--- src/core/bfq_pkg.sv ---
`default_nettype none

package bfq_pkg;

	// Word and byte layout of both ports
	localparam int DATA_W = 36;
	localparam int BYTE_W = 9;
	localparam int BYTES = 4;
	localparam int PAR_BIT = 8;

	// Queue geometry and almost-flag offset
	localparam int FIFO_DEPTH = 8;
	localparam int ALMOST_X = 2;

	// Flag vector positions, all active low
	localparam int FLG_EMPTY = 0;
	localparam int FLG_ALMOST_EMPTY = 1;
	localparam int FLG_FULL = 2;
	localparam int FLG_ALMOST_FULL = 3;

	// Reset values
	localparam logic [3:0] FLAGS_RST = 4'hc;
	localparam logic [DATA_W-1:0] DATA_RST = 36'h0;
	localparam logic MBX_FULL_N_RST = 1'b1;

	// Control pins of one port
	typedef struct packed {
		logic select_n;
		logic write_not_read;
		logic enable;
		logic mailbox_select;
		logic parity_gen_select;
	} bfq_ctl_t;

	// Everything one port presents at its pins
	typedef struct packed {
		logic clock;
		bfq_ctl_t ctl;
		logic [DATA_W-1:0] data;
	} bfq_pins_t;

	localparam bfq_ctl_t CTL_RST = 5'h10;
	localparam bfq_pins_t PINS_RST = '{1'b0, CTL_RST, DATA_RST};

	// Parity of the lower eight bits of each byte
	function automatic logic [BYTES-1:0] bfq_low_par(input logic [DATA_W-1:0] d);
		for (int b = 0; b < BYTES; b++) begin
			bfq_low_par[b] = ^d[b*BYTE_W +: PAR_BIT];
		end
	endfunction : bfq_low_par

	// Substitute generated bits for each byte's top bit
	function automatic logic [DATA_W-1:0] bfq_put_par(input logic [DATA_W-1:0] d,
			input logic [BYTES-1:0] lp, input logic odd);
		bfq_put_par = d;
		for (int b = 0; b < BYTES; b++) begin
			bfq_put_par[b*BYTE_W+PAR_BIT] = lp[b] ^ odd;
		end
	endfunction : bfq_put_par

endpackage : bfq_pkg

`default_nettype wire

--- src/core/bfq_bidir.sv ---
`default_nettype none

// Queue of flip-flops with valid/ready on both sides
module bfq_fifo #(
	parameter int W = 36,
	parameter int D = 8,
	parameter int CW = $clog2(D + 1)
) (
	input wire logic clk,
	input wire logic rst_b,
	input wire logic wr_valid,
	output logic wr_ready,
	input wire logic [W-1:0] wr_data,
	output logic rd_valid,
	input wire logic rd_ready,
	output logic [W-1:0] rd_data,
	output logic [CW-1:0] count
);
	localparam int AW = (D > 1) ? $clog2(D) : 1;
	localparam logic [AW-1:0] LAST = AW'(D - 1);

	logic [W-1:0] mem_r [D];
	logic [W-1:0] mem_nxt [D];
	logic [AW-1:0] wr_ptr_r, wr_ptr_nxt, rd_ptr_r, rd_ptr_nxt;
	logic [CW-1:0] count_r, count_nxt;
	logic do_wr, do_rd;

	// Honest full and empty from the occupancy count
	// The count runs from 0 to D, one value more than the pointers, so full and empty never alias
	assign wr_ready = (count_r != CW'(D));
	assign rd_valid = (count_r != '0);
	assign rd_data = mem_r[rd_ptr_r];
	assign count = count_r;
	assign do_wr = wr_valid & wr_ready;
	assign do_rd = rd_valid & rd_ready;

	// Pointer, storage and count update
	// A write and a read in one cycle leave the count unchanged
	always_comb begin
		mem_nxt = mem_r;
		wr_ptr_nxt = wr_ptr_r;
		rd_ptr_nxt = rd_ptr_r;
		count_nxt = count_r;
		if (do_wr) begin
			mem_nxt[wr_ptr_r] = wr_data;
			wr_ptr_nxt = (wr_ptr_r == LAST) ? '0 : wr_ptr_r + 1'b1;
		end
		if (do_rd) begin
			rd_ptr_nxt = (rd_ptr_r == LAST) ? '0 : rd_ptr_r + 1'b1;
		end
		if (do_wr && !do_rd) begin
			count_nxt = count_r + 1'b1;
		end else if (do_rd && !do_wr) begin
			count_nxt = count_r - 1'b1;
		end
	end

	// State registers
	always_ff @(posedge clk or negedge rst_b) begin
		if (!rst_b) begin
			mem_r <= '{default: '0};
			wr_ptr_r <= '0;
			rd_ptr_r <= '0;
			count_r <= '0;
		end else begin
			mem_r <= mem_nxt;
			wr_ptr_r <= wr_ptr_nxt;
			rd_ptr_r <= rd_ptr_nxt;
			count_r <= count_nxt;
		end
	end
endmodule : bfq_fifo

// Bidirectional queue pair with mailboxes and parity, on one system clock
module bfq_bidir #(
	parameter int FIFO_DEPTH = bfq_pkg::FIFO_DEPTH,
	parameter int ALMOST_X = bfq_pkg::ALMOST_X
) (
	input wire logic mclk,
	input wire logic rst_b,
	input wire logic odd_even_select,
	input wire logic port_a_clock,
	input wire logic port_a_select_n,
	input wire logic port_a_write_not_read,
	input wire logic port_a_enable,
	input wire logic port_a_mailbox_select,
	input wire logic port_a_parity_gen_select,
	input wire logic [bfq_pkg::DATA_W-1:0] port_a_data_in,
	output logic [bfq_pkg::DATA_W-1:0] port_a_data_out,
	output logic port_a_data_oe,
	output logic port_a_empty_n,
	output logic port_a_almost_empty_n,
	output logic port_a_full_n,
	output logic port_a_almost_full_n,
	output logic port_a_parity_error_n,
	output logic a_to_b_mailbox_full_n,
	input wire logic port_b_clock,
	input wire logic port_b_select_n,
	input wire logic port_b_write_not_read,
	input wire logic port_b_enable,
	input wire logic port_b_mailbox_select,
	input wire logic port_b_parity_gen_select,
	input wire logic [bfq_pkg::DATA_W-1:0] port_b_data_in,
	output logic [bfq_pkg::DATA_W-1:0] port_b_data_out,
	output logic port_b_data_oe,
	output logic port_b_empty_n,
	output logic port_b_almost_empty_n,
	output logic port_b_full_n,
	output logic port_b_almost_full_n,
	output logic port_b_parity_error_n,
	output logic b_to_a_mailbox_full_n
);
	import bfq_pkg::*;

	localparam int CW = $clog2(FIFO_DEPTH + 1);

	// Index 0 is port A (a_to_b queue and mailbox), index 1 is port B
	bfq_pins_t pins_in [2];
	bfq_pins_t s1_r [2];
	bfq_pins_t s2_r [2];
	logic [1:0] clk_d_r;
	logic odd1_r, odd2_r;
	logic [DATA_W-1:0] mbx_r [2];
	logic [DATA_W-1:0] mbx_nxt [2];
	logic [1:0] mbx_full_n_r, mbx_full_n_nxt;
	logic [DATA_W-1:0] dout_r [2];
	logic [DATA_W-1:0] dout_nxt [2];
	logic [1:0] oe_r, oe_nxt, pe_n_r, pe_n_nxt;
	logic [3:0] fs1_r [2];
	logic [3:0] fs1_nxt [2];
	logic [3:0] fs2_r [2];
	logic [3:0] fs2_nxt [2];
	logic [1:0] mbx_rd, q_wr_valid, q_wr_ready, q_rd_valid, q_rd_ready;
	logic [DATA_W-1:0] q_rd_data [2];
	logic [CW-1:0] q_count [2];

	// Gather pins of each port into one carrier
	// All pins of a port pass the same two stages, so control and data stay aligned
	assign pins_in[0] = '{port_a_clock, '{port_a_select_n, port_a_write_not_read,
		port_a_enable, port_a_mailbox_select, port_a_parity_gen_select}, port_a_data_in};
	assign pins_in[1] = '{port_b_clock, '{port_b_select_n, port_b_write_not_read,
		port_b_enable, port_b_mailbox_select, port_b_parity_gen_select}, port_b_data_in};

	// Shared odd/even select through two flip-flops
	// A change takes effect two system clocks later, for all bytes of a word together
	always_ff @(posedge mclk or negedge rst_b) begin
		if (!rst_b) begin
			odd1_r <= 1'b0;
			odd2_r <= 1'b0;
		end else begin
			odd1_r <= odd_even_select;
			odd2_r <= odd1_r;
		end
	end

	for (genvar p = 0; p < 2; p++) begin : g_port
		localparam int O = 1 - p;
		bfq_ctl_t ctl;
		logic clk_rise, sel, wr, rd, mbx_wr, gen_mbx;
		logic [DATA_W-1:0] tree_in;
		logic [BYTES-1:0] lp, err;
		logic [3:0] raw;

		// Port decode on the synchronised port clock rising edge
		// Each port clock level must last one system clock, or its edge is missed
		assign ctl = s2_r[p].ctl;
		assign clk_rise = s2_r[p].clock & ~clk_d_r[p];
		assign sel = ~ctl.select_n & ctl.enable;
		assign wr = clk_rise & sel & ctl.write_not_read;
		assign rd = clk_rise & sel & ~ctl.write_not_read;
		assign mbx_wr = wr & ctl.mailbox_select;
		assign mbx_rd[p] = rd & ctl.mailbox_select;
		assign q_wr_valid[p] = wr & ~ctl.mailbox_select;
		assign q_rd_ready[O] = rd & ~ctl.mailbox_select;

		// One shared parity tree per port, checking inputs or generating mailbox parity; queue-read parity uses a second tree
		// Sharing the tree leaves the input check blind while mailbox parity is made
		assign gen_mbx = sel & ~ctl.write_not_read & ctl.mailbox_select
			& ctl.parity_gen_select;
		assign tree_in = gen_mbx ? mbx_r[O] : s2_r[p].data;
		assign lp = bfq_low_par(tree_in);
		for (genvar b = 0; b < BYTES; b++) begin : g_byte
			assign err[b] = lp[b] ^ tree_in[b*BYTE_W+PAR_BIT] ^ odd2_r;
		end

		// Raw queue levels: read side from queue O, write side from queue p
		// These follow the count at once; the filters below slow only the rising side
		assign raw[FLG_EMPTY] = (q_count[O] != '0);
		assign raw[FLG_ALMOST_EMPTY] = (q_count[O] > CW'(ALMOST_X));
		assign raw[FLG_FULL] = (q_count[p] != CW'(FIFO_DEPTH));
		assign raw[FLG_ALMOST_FULL] = (q_count[p] < CW'(FIFO_DEPTH - ALMOST_X));

		// Next state of mailbox, output word, flags and parity error
		// A mailbox write is taken only while the mailbox is empty, so one that meets a far read of full mail is lost
		always_comb begin
			mbx_nxt[p] = mbx_r[p];
			mbx_full_n_nxt[p] = mbx_full_n_r[p];
			if (mbx_rd[O]) begin
				mbx_full_n_nxt[p] = 1'b1;
			end
			if (mbx_wr && mbx_full_n_r[p]) begin
				mbx_nxt[p] = s2_r[p].data;
				mbx_full_n_nxt[p] = 1'b0;
			end
			dout_nxt[p] = dout_r[p];
			if (mbx_rd[p]) begin
				dout_nxt[p] = ctl.parity_gen_select
					? bfq_put_par(mbx_r[O], lp, odd2_r) : mbx_r[O];
			end else if (q_rd_ready[O] && q_rd_valid[O]) begin
				dout_nxt[p] = ctl.parity_gen_select ? bfq_put_par(q_rd_data[O],
					bfq_low_par(q_rd_data[O]), odd2_r) : q_rd_data[O];
			end
			oe_nxt[p] = sel & ~ctl.write_not_read;
			pe_n_nxt[p] = gen_mbx | ~(|err);
			// Falls at once, rises after two port-clock edges
			fs1_nxt[p] = raw & (fs1_r[p] | {4{clk_rise}});
			fs2_nxt[p] = raw & (clk_rise ? fs1_r[p] : fs2_r[p]);
		end

		// Pin synchronisers and port state registers
		// Reset values match an idle port: no access, no data driven, flags safe
		always_ff @(posedge mclk or negedge rst_b) begin
			if (!rst_b) begin
				s1_r[p] <= PINS_RST;
				s2_r[p] <= PINS_RST;
				clk_d_r[p] <= 1'b0;
				mbx_r[p] <= DATA_RST;
				mbx_full_n_r[p] <= MBX_FULL_N_RST;
				dout_r[p] <= DATA_RST;
				oe_r[p] <= 1'b0;
				pe_n_r[p] <= 1'b1;
				fs1_r[p] <= FLAGS_RST;
				fs2_r[p] <= FLAGS_RST;
			end else begin
				s1_r[p] <= pins_in[p];
				s2_r[p] <= s1_r[p];
				clk_d_r[p] <= s2_r[p].clock;
				mbx_r[p] <= mbx_nxt[p];
				mbx_full_n_r[p] <= mbx_full_n_nxt[p];
				dout_r[p] <= dout_nxt[p];
				oe_r[p] <= oe_nxt[p];
				pe_n_r[p] <= pe_n_nxt[p];
				fs1_r[p] <= fs1_nxt[p];
				fs2_r[p] <= fs2_nxt[p];
			end
		end

		// Queue p is filled by port p and drained by port O
		// Depth is a parameter; the flags scale with it and with the almost offset
		bfq_fifo #(
			.W(DATA_W),
			.D(FIFO_DEPTH),
			.CW(CW)
		) u_queue (
			.clk(mclk),
			.rst_b(rst_b),
			.wr_valid(q_wr_valid[p]),
			.wr_ready(q_wr_ready[p]),
			.wr_data(s2_r[p].data),
			.rd_valid(q_rd_valid[p]),
			.rd_ready(q_rd_ready[p]),
			.rd_data(q_rd_data[p]),
			.count(q_count[p])
		);
	end

	// Port A outputs
	// Full is also gated by queue ready so it never reads high while writes are refused
	assign port_a_data_out = dout_r[0];
	assign port_a_data_oe = oe_r[0];
	assign port_a_empty_n = fs2_r[0][FLG_EMPTY];
	assign port_a_almost_empty_n = fs2_r[0][FLG_ALMOST_EMPTY];
	assign port_a_full_n = fs2_r[0][FLG_FULL] & q_wr_ready[0];
	assign port_a_almost_full_n = fs2_r[0][FLG_ALMOST_FULL];
	assign port_a_parity_error_n = pe_n_r[0];
	assign a_to_b_mailbox_full_n = mbx_full_n_r[0];

	// Port B outputs
	assign port_b_data_out = dout_r[1];
	assign port_b_data_oe = oe_r[1];
	assign port_b_empty_n = fs2_r[1][FLG_EMPTY];
	assign port_b_almost_empty_n = fs2_r[1][FLG_ALMOST_EMPTY];
	assign port_b_full_n = fs2_r[1][FLG_FULL] & q_wr_ready[1];
	assign port_b_almost_full_n = fs2_r[1][FLG_ALMOST_FULL];
	assign port_b_parity_error_n = pe_n_r[1];
	assign b_to_a_mailbox_full_n = mbx_full_n_r[1];
endmodule : bfq_bidir

`default_nettype wire

--- config.mk ---
export PLATFORM = sky130hd
export DESIGN_NAME = bfq_bidir
export DESIGN_NICKNAME = d
export VERILOG_FILES = /design/src/core/bfq_pkg.sv /design/src/core/bfq_bidir.sv
export SDC_FILE = /design/constraint.sdc
export NUM_CORES = 1
export LEC_CHECK = 0
export ABC_AREA = 1
export BUFFER_PORTS_ARGS = -buffer_cell sky130_fd_sc_hd__buf_2
export CAP_MARGIN = 25
export CORE_MARGIN = 5
export CORE_UTILIZATION = 45
export CTS_BUF_LIST = sky130_fd_sc_hd__clkbuf_4
export DETAILED_ROUTE_END_ITERATION = 10
export HOLD_SLACK_MARGIN = 0.02
export PLACE_DENSITY = 0.58
export SYNTH_ARGS = -nofsm -noshare
export SYNTH_HDL_FRONTEND = slang
export SYNTH_SLANG_ARGS = --single-unit
export TNS_END_PERCENT = 1
--- constraint.sdc ---
create_clock -name mclk -period 6.21 [get_ports mclk]
set_clock_uncertainty 0.15 [all_clocks]
set_input_delay 1.242 -clock mclk [delete_from_list [all_inputs] [get_ports mclk]]
set_output_delay 1.242 -clock mclk [all_outputs]
set_load 0.05 [all_outputs]
# After elaboration in Yosys (flattened, before gate mapping)
# Index checks and enable logic that the tools add are counted.
[op_classes]
add_sub_neg = 8
n_lt_le_gt_ge = 10
n_eq_ne = 6
mux = 36
n_bitwise = 84
n_reduce_logical = 40
[ops]
columns = ["op", "n"]
rows = [
  ["bitwise mux 288 bit", 2],
  ["2-to-1 mux 36 bit", 16],
  ["binary-select mux 36 bit (select 3 bit)", 2],
  ["demux 36 bit (select 3 bit)", 2],
  ["XOR reduction 8 bit", 16],
  ["bitwise XOR 1 bit", 32],
  ["AND 1 bit", 30],
  ["2-to-1 mux 4 bit", 6],
  ["AND 4 bit", 4],
  [">= comparator 4 bit (second input constant)", 4],
  ["NOT 3 -> 4 bit", 4],
  ["adder 3 x 1 -> 3 bit (second input constant)", 4],
  ["equality test 3 bit (second input constant)", 4],
  ["2-to-1 mux 3 bit", 4],
  ["nonzero test 2 bit", 6],
  ["logical AND 1 bit", 10],
  ["NOT 1 bit", 10],
  ["adder 4 x 1 -> 4 bit (second input constant)", 2],
  ["> comparator 4 x 2 -> 1 bit (second input constant)", 2],
  ["less-than comparator 4 x 1 -> 1 bit (second input constant)", 2],
  ["less-than comparator 4 x 3 -> 1 bit (second input constant)", 2],
  ["inequality test 4 bit (second input constant)", 2],
  ["OR 4 bit", 2],
  ["nonzero test 4 bit", 2],
  ["5 further kinds", 14],
]
[word_totals]
register_bits = 934
inputBits = 87
out_inout_bits = 86
elab_cells = 252

# Longest topological paths before layout
[logic_depth]
ltp_word = 12
ltp_mapped = 19
ltp_nobuf = 18

# Hierarchy
# From an unflattened synthesis, not the netlist that was laid out.
[unflattened]
cells_unflattened = 6143
area_unflattened_um2 = 46608.5
[by_module_without_submodules]
columns = ["module", "n_inst", "cells_per_inst", "area_each_um2", "seq_area_each_um2"]
rows = [
  ["bfq_fifo at g_port[0].u_queue", 1, 2349, 16413.2, 7457.2],
  ["bfq_fifo at g_port[1].u_queue", 1, 2350, 16413.2, 7457.2],
  ["bfq_bidir", 1, 1444, 13782.0, 8478.1],
]

# Least setup slack after synthesis
# No wires, ideal clock.
[synth_timing]
path_kind = "register -> register"
startpoint = "register clk_d_r[0]"
endpoint = "register g_port[1].u_queue.count_r[3]"
setup_time_ns = 0.125
t_arrival_ns = 2.490
required_ns = 5.935
setup_slack_ns = 3.445
stages_incl_launch_ff = 15
path_buffers = 1
period_less_slack_ns = 2.765
path_cell_list = "dfrtp_1 > nor2_2 > nand2_1 > nor3_2 > inv_1 > clkbuf_1 > ha_1 > inv_1 > ha_1 > and3_1 > a211oi_1 > nand2_1 > nand2_1 > nor2_1 > xor2_1"
[synth_via]
elab_chain_len = 9
elab_cells_between_ends = 11
cone_classes = "mux (1); bitwise (6); reduce/logical (4)"
[synth_rtl]
columns = ["element", "line_no", "source"]
rows = [
  ["start, declared", "bfq_bidir.sv:121", "logic [1:0] clk_d_r;"],
  ["start signal, assigned by index", "bfq_bidir.sv:237", "clk_d_r[p] <= s2_r[p].clock;"],
  ["NOT 1 bit (*)", "bfq_bidir.sv:167", "assign clk_rise = s2_r[p].clock & ~clk_d_r[p];"],
  ["AND 1 bit (*)", "bfq_bidir.sv:167", ""],
  ["AND 1 bit (*) (2 in a row)", "bfq_bidir.sv:170", "assign rd = clk_rise & sel & ~ctl.write_not_read;"],
  ["AND 1 bit (*)", "bfq_bidir.sv:174", "assign q_rd_ready[O] = rd & ~ctl.mailbox_select;"],
  ["AND 1 bit (*)", "bfq_bidir.sv:35", "assign do_rd = rd_valid & rd_ready;"],
  ["zero test 1 bit", "bfq_bidir.sv:51", "if (do_wr && !do_rd) begin"],
  ["logical AND 1 bit", "bfq_bidir.sv:51", ""],
  ["2-to-1 mux 4 bit / nonzero test 2 bit (equally long branches)", "-", ""],
  ["end signal, assigned", "bfq_bidir.sv:69", "count_r <= count_nxt;"],
  ["end, declared", "bfq_bidir.sv:25", "logic [CW-1:0] count_r, count_nxt;"],
]
# Mark *: on every way between the ends. The rest lies on a longest branch, timed or not.
# A chain may end at the register's enable or synchronous reset.

# Worst setup path in the final report
[layout_timing]
startpoint = "register g_port[1].u_queue.count_r[1]"
endpoint = "output port port_b_full_n"
[layout_via]
elab_chain_len = 2
[layout_rtl]
columns = ["element", "line_no", "source"]
rows = [
  ["inequality test 4 bit", "bfq_bidir.sv:30", "assign wr_ready = (count_r != CW'(D));"],
  ["AND 1 bit", "bfq_bidir.sv:283", "assign port_b_full_n = fs2_r[1][FLG_FULL] & q_wr_ready[1];"],
  ["end, declared", "bfq_bidir.sv:108", "output logic port_b_full_n,"],
]
# Every way passes these cells.

==> summary.txt <==
Outcome
  • Outcome: completed

STA
  • Pins Over Slew Limit: 0
  • RSZ-0062 raised after global routing: false
  • Worst hold slack: 131 ps
  • Setup TNS: 0 ps
  • Period utilization: 0.614
  • Fin crit period: 3810 ps
  • Final hold vios: 0
  • Tightest Pin Transition: 1000 ps
  • Slew margin rel.: 0.329
  • Fmax: 262 MHz
  • Final setup vio count: 0

Critical path
  • Crit start category: flop
  • Worst setup EP type: primary output
  • Crit Path Max Fanout: 6
  • Crit-path cells: nor2_1, inv_1, nor3_1, nor2_1, buf_2
  • Worst path top cell family by delay: simple AND/OR/NAND/NOR gates
  • Critical path class: flop to primary output
  • Worst EP arrival: 2420 ps
  • CP max stage cell: dfrtp_1
  • Critical Path Most Common Cell: nor2_1
  • CP bufs+invs: 2
  • Largest stage delay, worst path: 460 ps
  • Crit path required time: 4820 ps

Global routing
  • Most used routing layer: met2
  • GR Layer Usage met3: 0.0431
  • Met1 track demand over resource: 0.344
  • Largest net degree at the start of global routing: 148
  • Initial antenna violation count: 3
  • GRT Residual Overflow: 0
  • All-Layer GR Usage: 0.250
  • First-pass GRT wire length: 196000 um
  • M2 GR Usage: 0.407
  • Vias in the first global route: 34300

Power
  • Pwr dens: 377 nW/um^2
  • Max VDD drop: 182 uV
  • Leakage: 24.2 nW

Route
  • Final wirelength: 123000 um
  • Vias per cell: 5.02
  • Avg WL per Cell: 17.7 um
  • Starting DRC count in detailed routing: 2644
  • Post-route ant nets: 0
  • DR vias: 35000
  • DRC Markers: 0
  • First-pass detailed-route iteration total: 6

Logic synthesis
  • Cell count after synthesis: ~5200
  • Synthesis Warnings: 0
  • Async set or reset register ratio after synthesis: 1.00
  • Most used flip-flop cell after synthesis: dfrtp_1
  • Post-synth cell types: 35
  • Mapped Nets: 5341
  • Sequential area share after synthesis: 0.556
  • Synth Register Bits: 934
  • Avg Inst Size Synth: 8.03 sq um
  • Synth Cell Area: 42100 sq um
  • Post-synth EDFFs: 0

CTS
  • Number of CTS-inserted buffers: between 200 and 300
  • Post-CTS resize count: 0
  • Root buf cell: clkbuf_4
  • Clock-pin slew on the worst setup and hold paths: around 70 ps
  • Clock latency on the worst-skew pair: 1130 ps
  • Clk buf depth: 4
  • Htree depth: 5
  • CTS tree: yes
  • Clock tree sinks: 934

Floorplanning
  • Core area: 93000 sq um
  • Ports: 173
  • Die height: 316 um
  • Width of the chip: 316 um
  • Num rows: 112
  • Initial core utilization: 0.452
  • Die area: 99700 sq um

Final layout
  • Layout area overhead: 14.4%
  • Layout cells sized above 1: 0.123
  • Nets: between 5000 and 6000
  • Most frequent cells in the layout: nand2_1, dfrtp_1, o21ai_0
  • Most common cell after layout, fill and taps aside: nand2_1

Flow run
  • Maxcap violations: 0

Worst hold path
  • Type of the worst min-delay path: primary input to flop

Placement
  • Dpl hpwl: approximately 73000 um
  • Input/output buffers: 172
  • Final GP Congestion: 0.800
[timing repair]
action,CTS,global route
hold endpoints to repair,84,0
buffers inserted,0,0
hold buffers,77,0
[per-layer routing]
| layer | up-vias | wire length [um] |
|---|---|---|
| li1 | 17300 | - |
| met1 | 16600 | 55900 |
| met4 | 0 | 3270 |
| met3 | 226 | 6720 |
| met5 | - | 0 |
| met2 | 892 | 57600 |
[per-stage QoR]
| step | setup WS [ps] | util | instances | power, mW | cell area [sq um] |
|---|---|---|---|---|---|
| 2_1_floorplan | 3450 | - | 5238 | 11.0 | 42100 |
| 3_3_place_gp | 2550 | 0.472 | 6442 | 12.5 | 43900 |
| 3_5_place_dp | 2540 | 0.473 | 6446 | 12.5 | 44000 |
| 4_1_cts | 2270 | 0.517 | 6973 | 18.4 | 48100 |
| 5_1_grt | 2190 | 0.517 | 6978 | 19.5 | 48100 |
| 6_report | 2400 | 0.517 | 6978 | 18.2 | 48100 |
[final timing paths]
path / endpoint / start / cells past startpoint / slack, ps
setup / recovery: port_b_full_n / g_port[1].u_queue.count[1] / 5 / 2400
hold / removal: s1_r[72] / port_a_data_in[30] / 1 / 130
setup reg to reg: port_b_data_out[26] / g_port[1].ctl[0] / 10 / 2580
hold reg to reg: s2_r[17] / s1_r[17] / 0 / 160
max in group asynchronous: g_port[1].u_queue.mem_r[268] / rst_b / 3 / 3840
min in group asynchronous: g_port[0].u_queue.mem_r[239] / rst_b / 2 / 660
[worst reg2reg max path, stage by stage (launching register included)]
cell	delay, ps
dfrtp_1	850
inv_1	390
nor3_2	880
o21ai_0	270
nand2_1	140
xnor2_1	170
inv_1	70
nand2_1	110
nand3_1	80
a21oi_1	270
a21boi_1	120
[synthesized netlist by cell type (3+ instances only)]
master	n	area share
a21boi_1	4	0.00071
a21oi_1	19	0.0023
a22oi_1	31	0.0055
and2_1	3	0.00045
buf_1	11	0.00098
buf_2	61	0.0073
buf_4	14	0.0025
clkbuf_1	189	0.017
clkinv_1	3	0.00027
dfrtp_1	918	0.55
dfstp_2	16	0.010
ha_1	14	0.0042
inv_1	539	0.048
inv_2	5	0.00045
nand2_1	1853	0.17
nand3_1	347	0.041
nand4_1	5	0.00074
nor2_1	238	0.021
nor2_2	3	0.00045
nor3_1	3	0.00036
nor3_2	3	0.00071
o211ai_1	32	0.0057
o21ai_0	789	0.094
o21ai_1	37	0.0044
o221ai_1	17	0.0035
o22ai_1	11	0.0016
or2_2	3	0.00045
xnor2_1	34	0.0071
xor2_1	25	0.0052
[registers in the layout, summed over array words and instances, names as in the netlist, 2 cells and up]
signal and flops:
g_port.u_queue.mem_r 576, s1_r 84, s2_r 74, mbx_r 72
port_a_data_out 36, port_b_data_out 36, g_port.ctl 10, fs1_r 8
g_port.u_queue.count 8, g_port.u_queue.rd_ptr_r 6, g_port.u_queue.wr_ptr_r 6, clk_d_r 2
fs2_r 2
[cells by family (layout without fill, tap and decap cells)]
group           count (synthesis)  in the layout  synth area share
fa+ha+maj                      16             16           0.00512
other cells                     0              5                 0
flops                         934            934             0.556
xor+xnor                       59             59            0.0123
simple gates                 2462           2462             0.232
buf+inv                       822           1303            0.0764
compound gates                945            945             0.119
[final cells by class]
type,count,area (sq um)
Multi-Input combinational cell,3482,15600
Tap cell,1254,1570
Inverter,547,2060
Antenna cell,5,12.5
Sequential cell,934,23400
Clock inverter,44,272
Fill cell,9152,44900
Timing Repair Buffer,306,2200
Clock buffer,406,3050
[power breakdown]
| group | internal, mW | switching, mW | leakage [nW] |
|---|---|---|---|
| Clock | 3.13 | 2.57 | 2.01 |
| Combinational | 1.60 | 3.61 | 9.81 |
| Sequential | 6.68 | 0.581 | 12.4 |
| Total | 11.4 | 6.76 | 24.2 |
(Power assumes the default switching activity.)
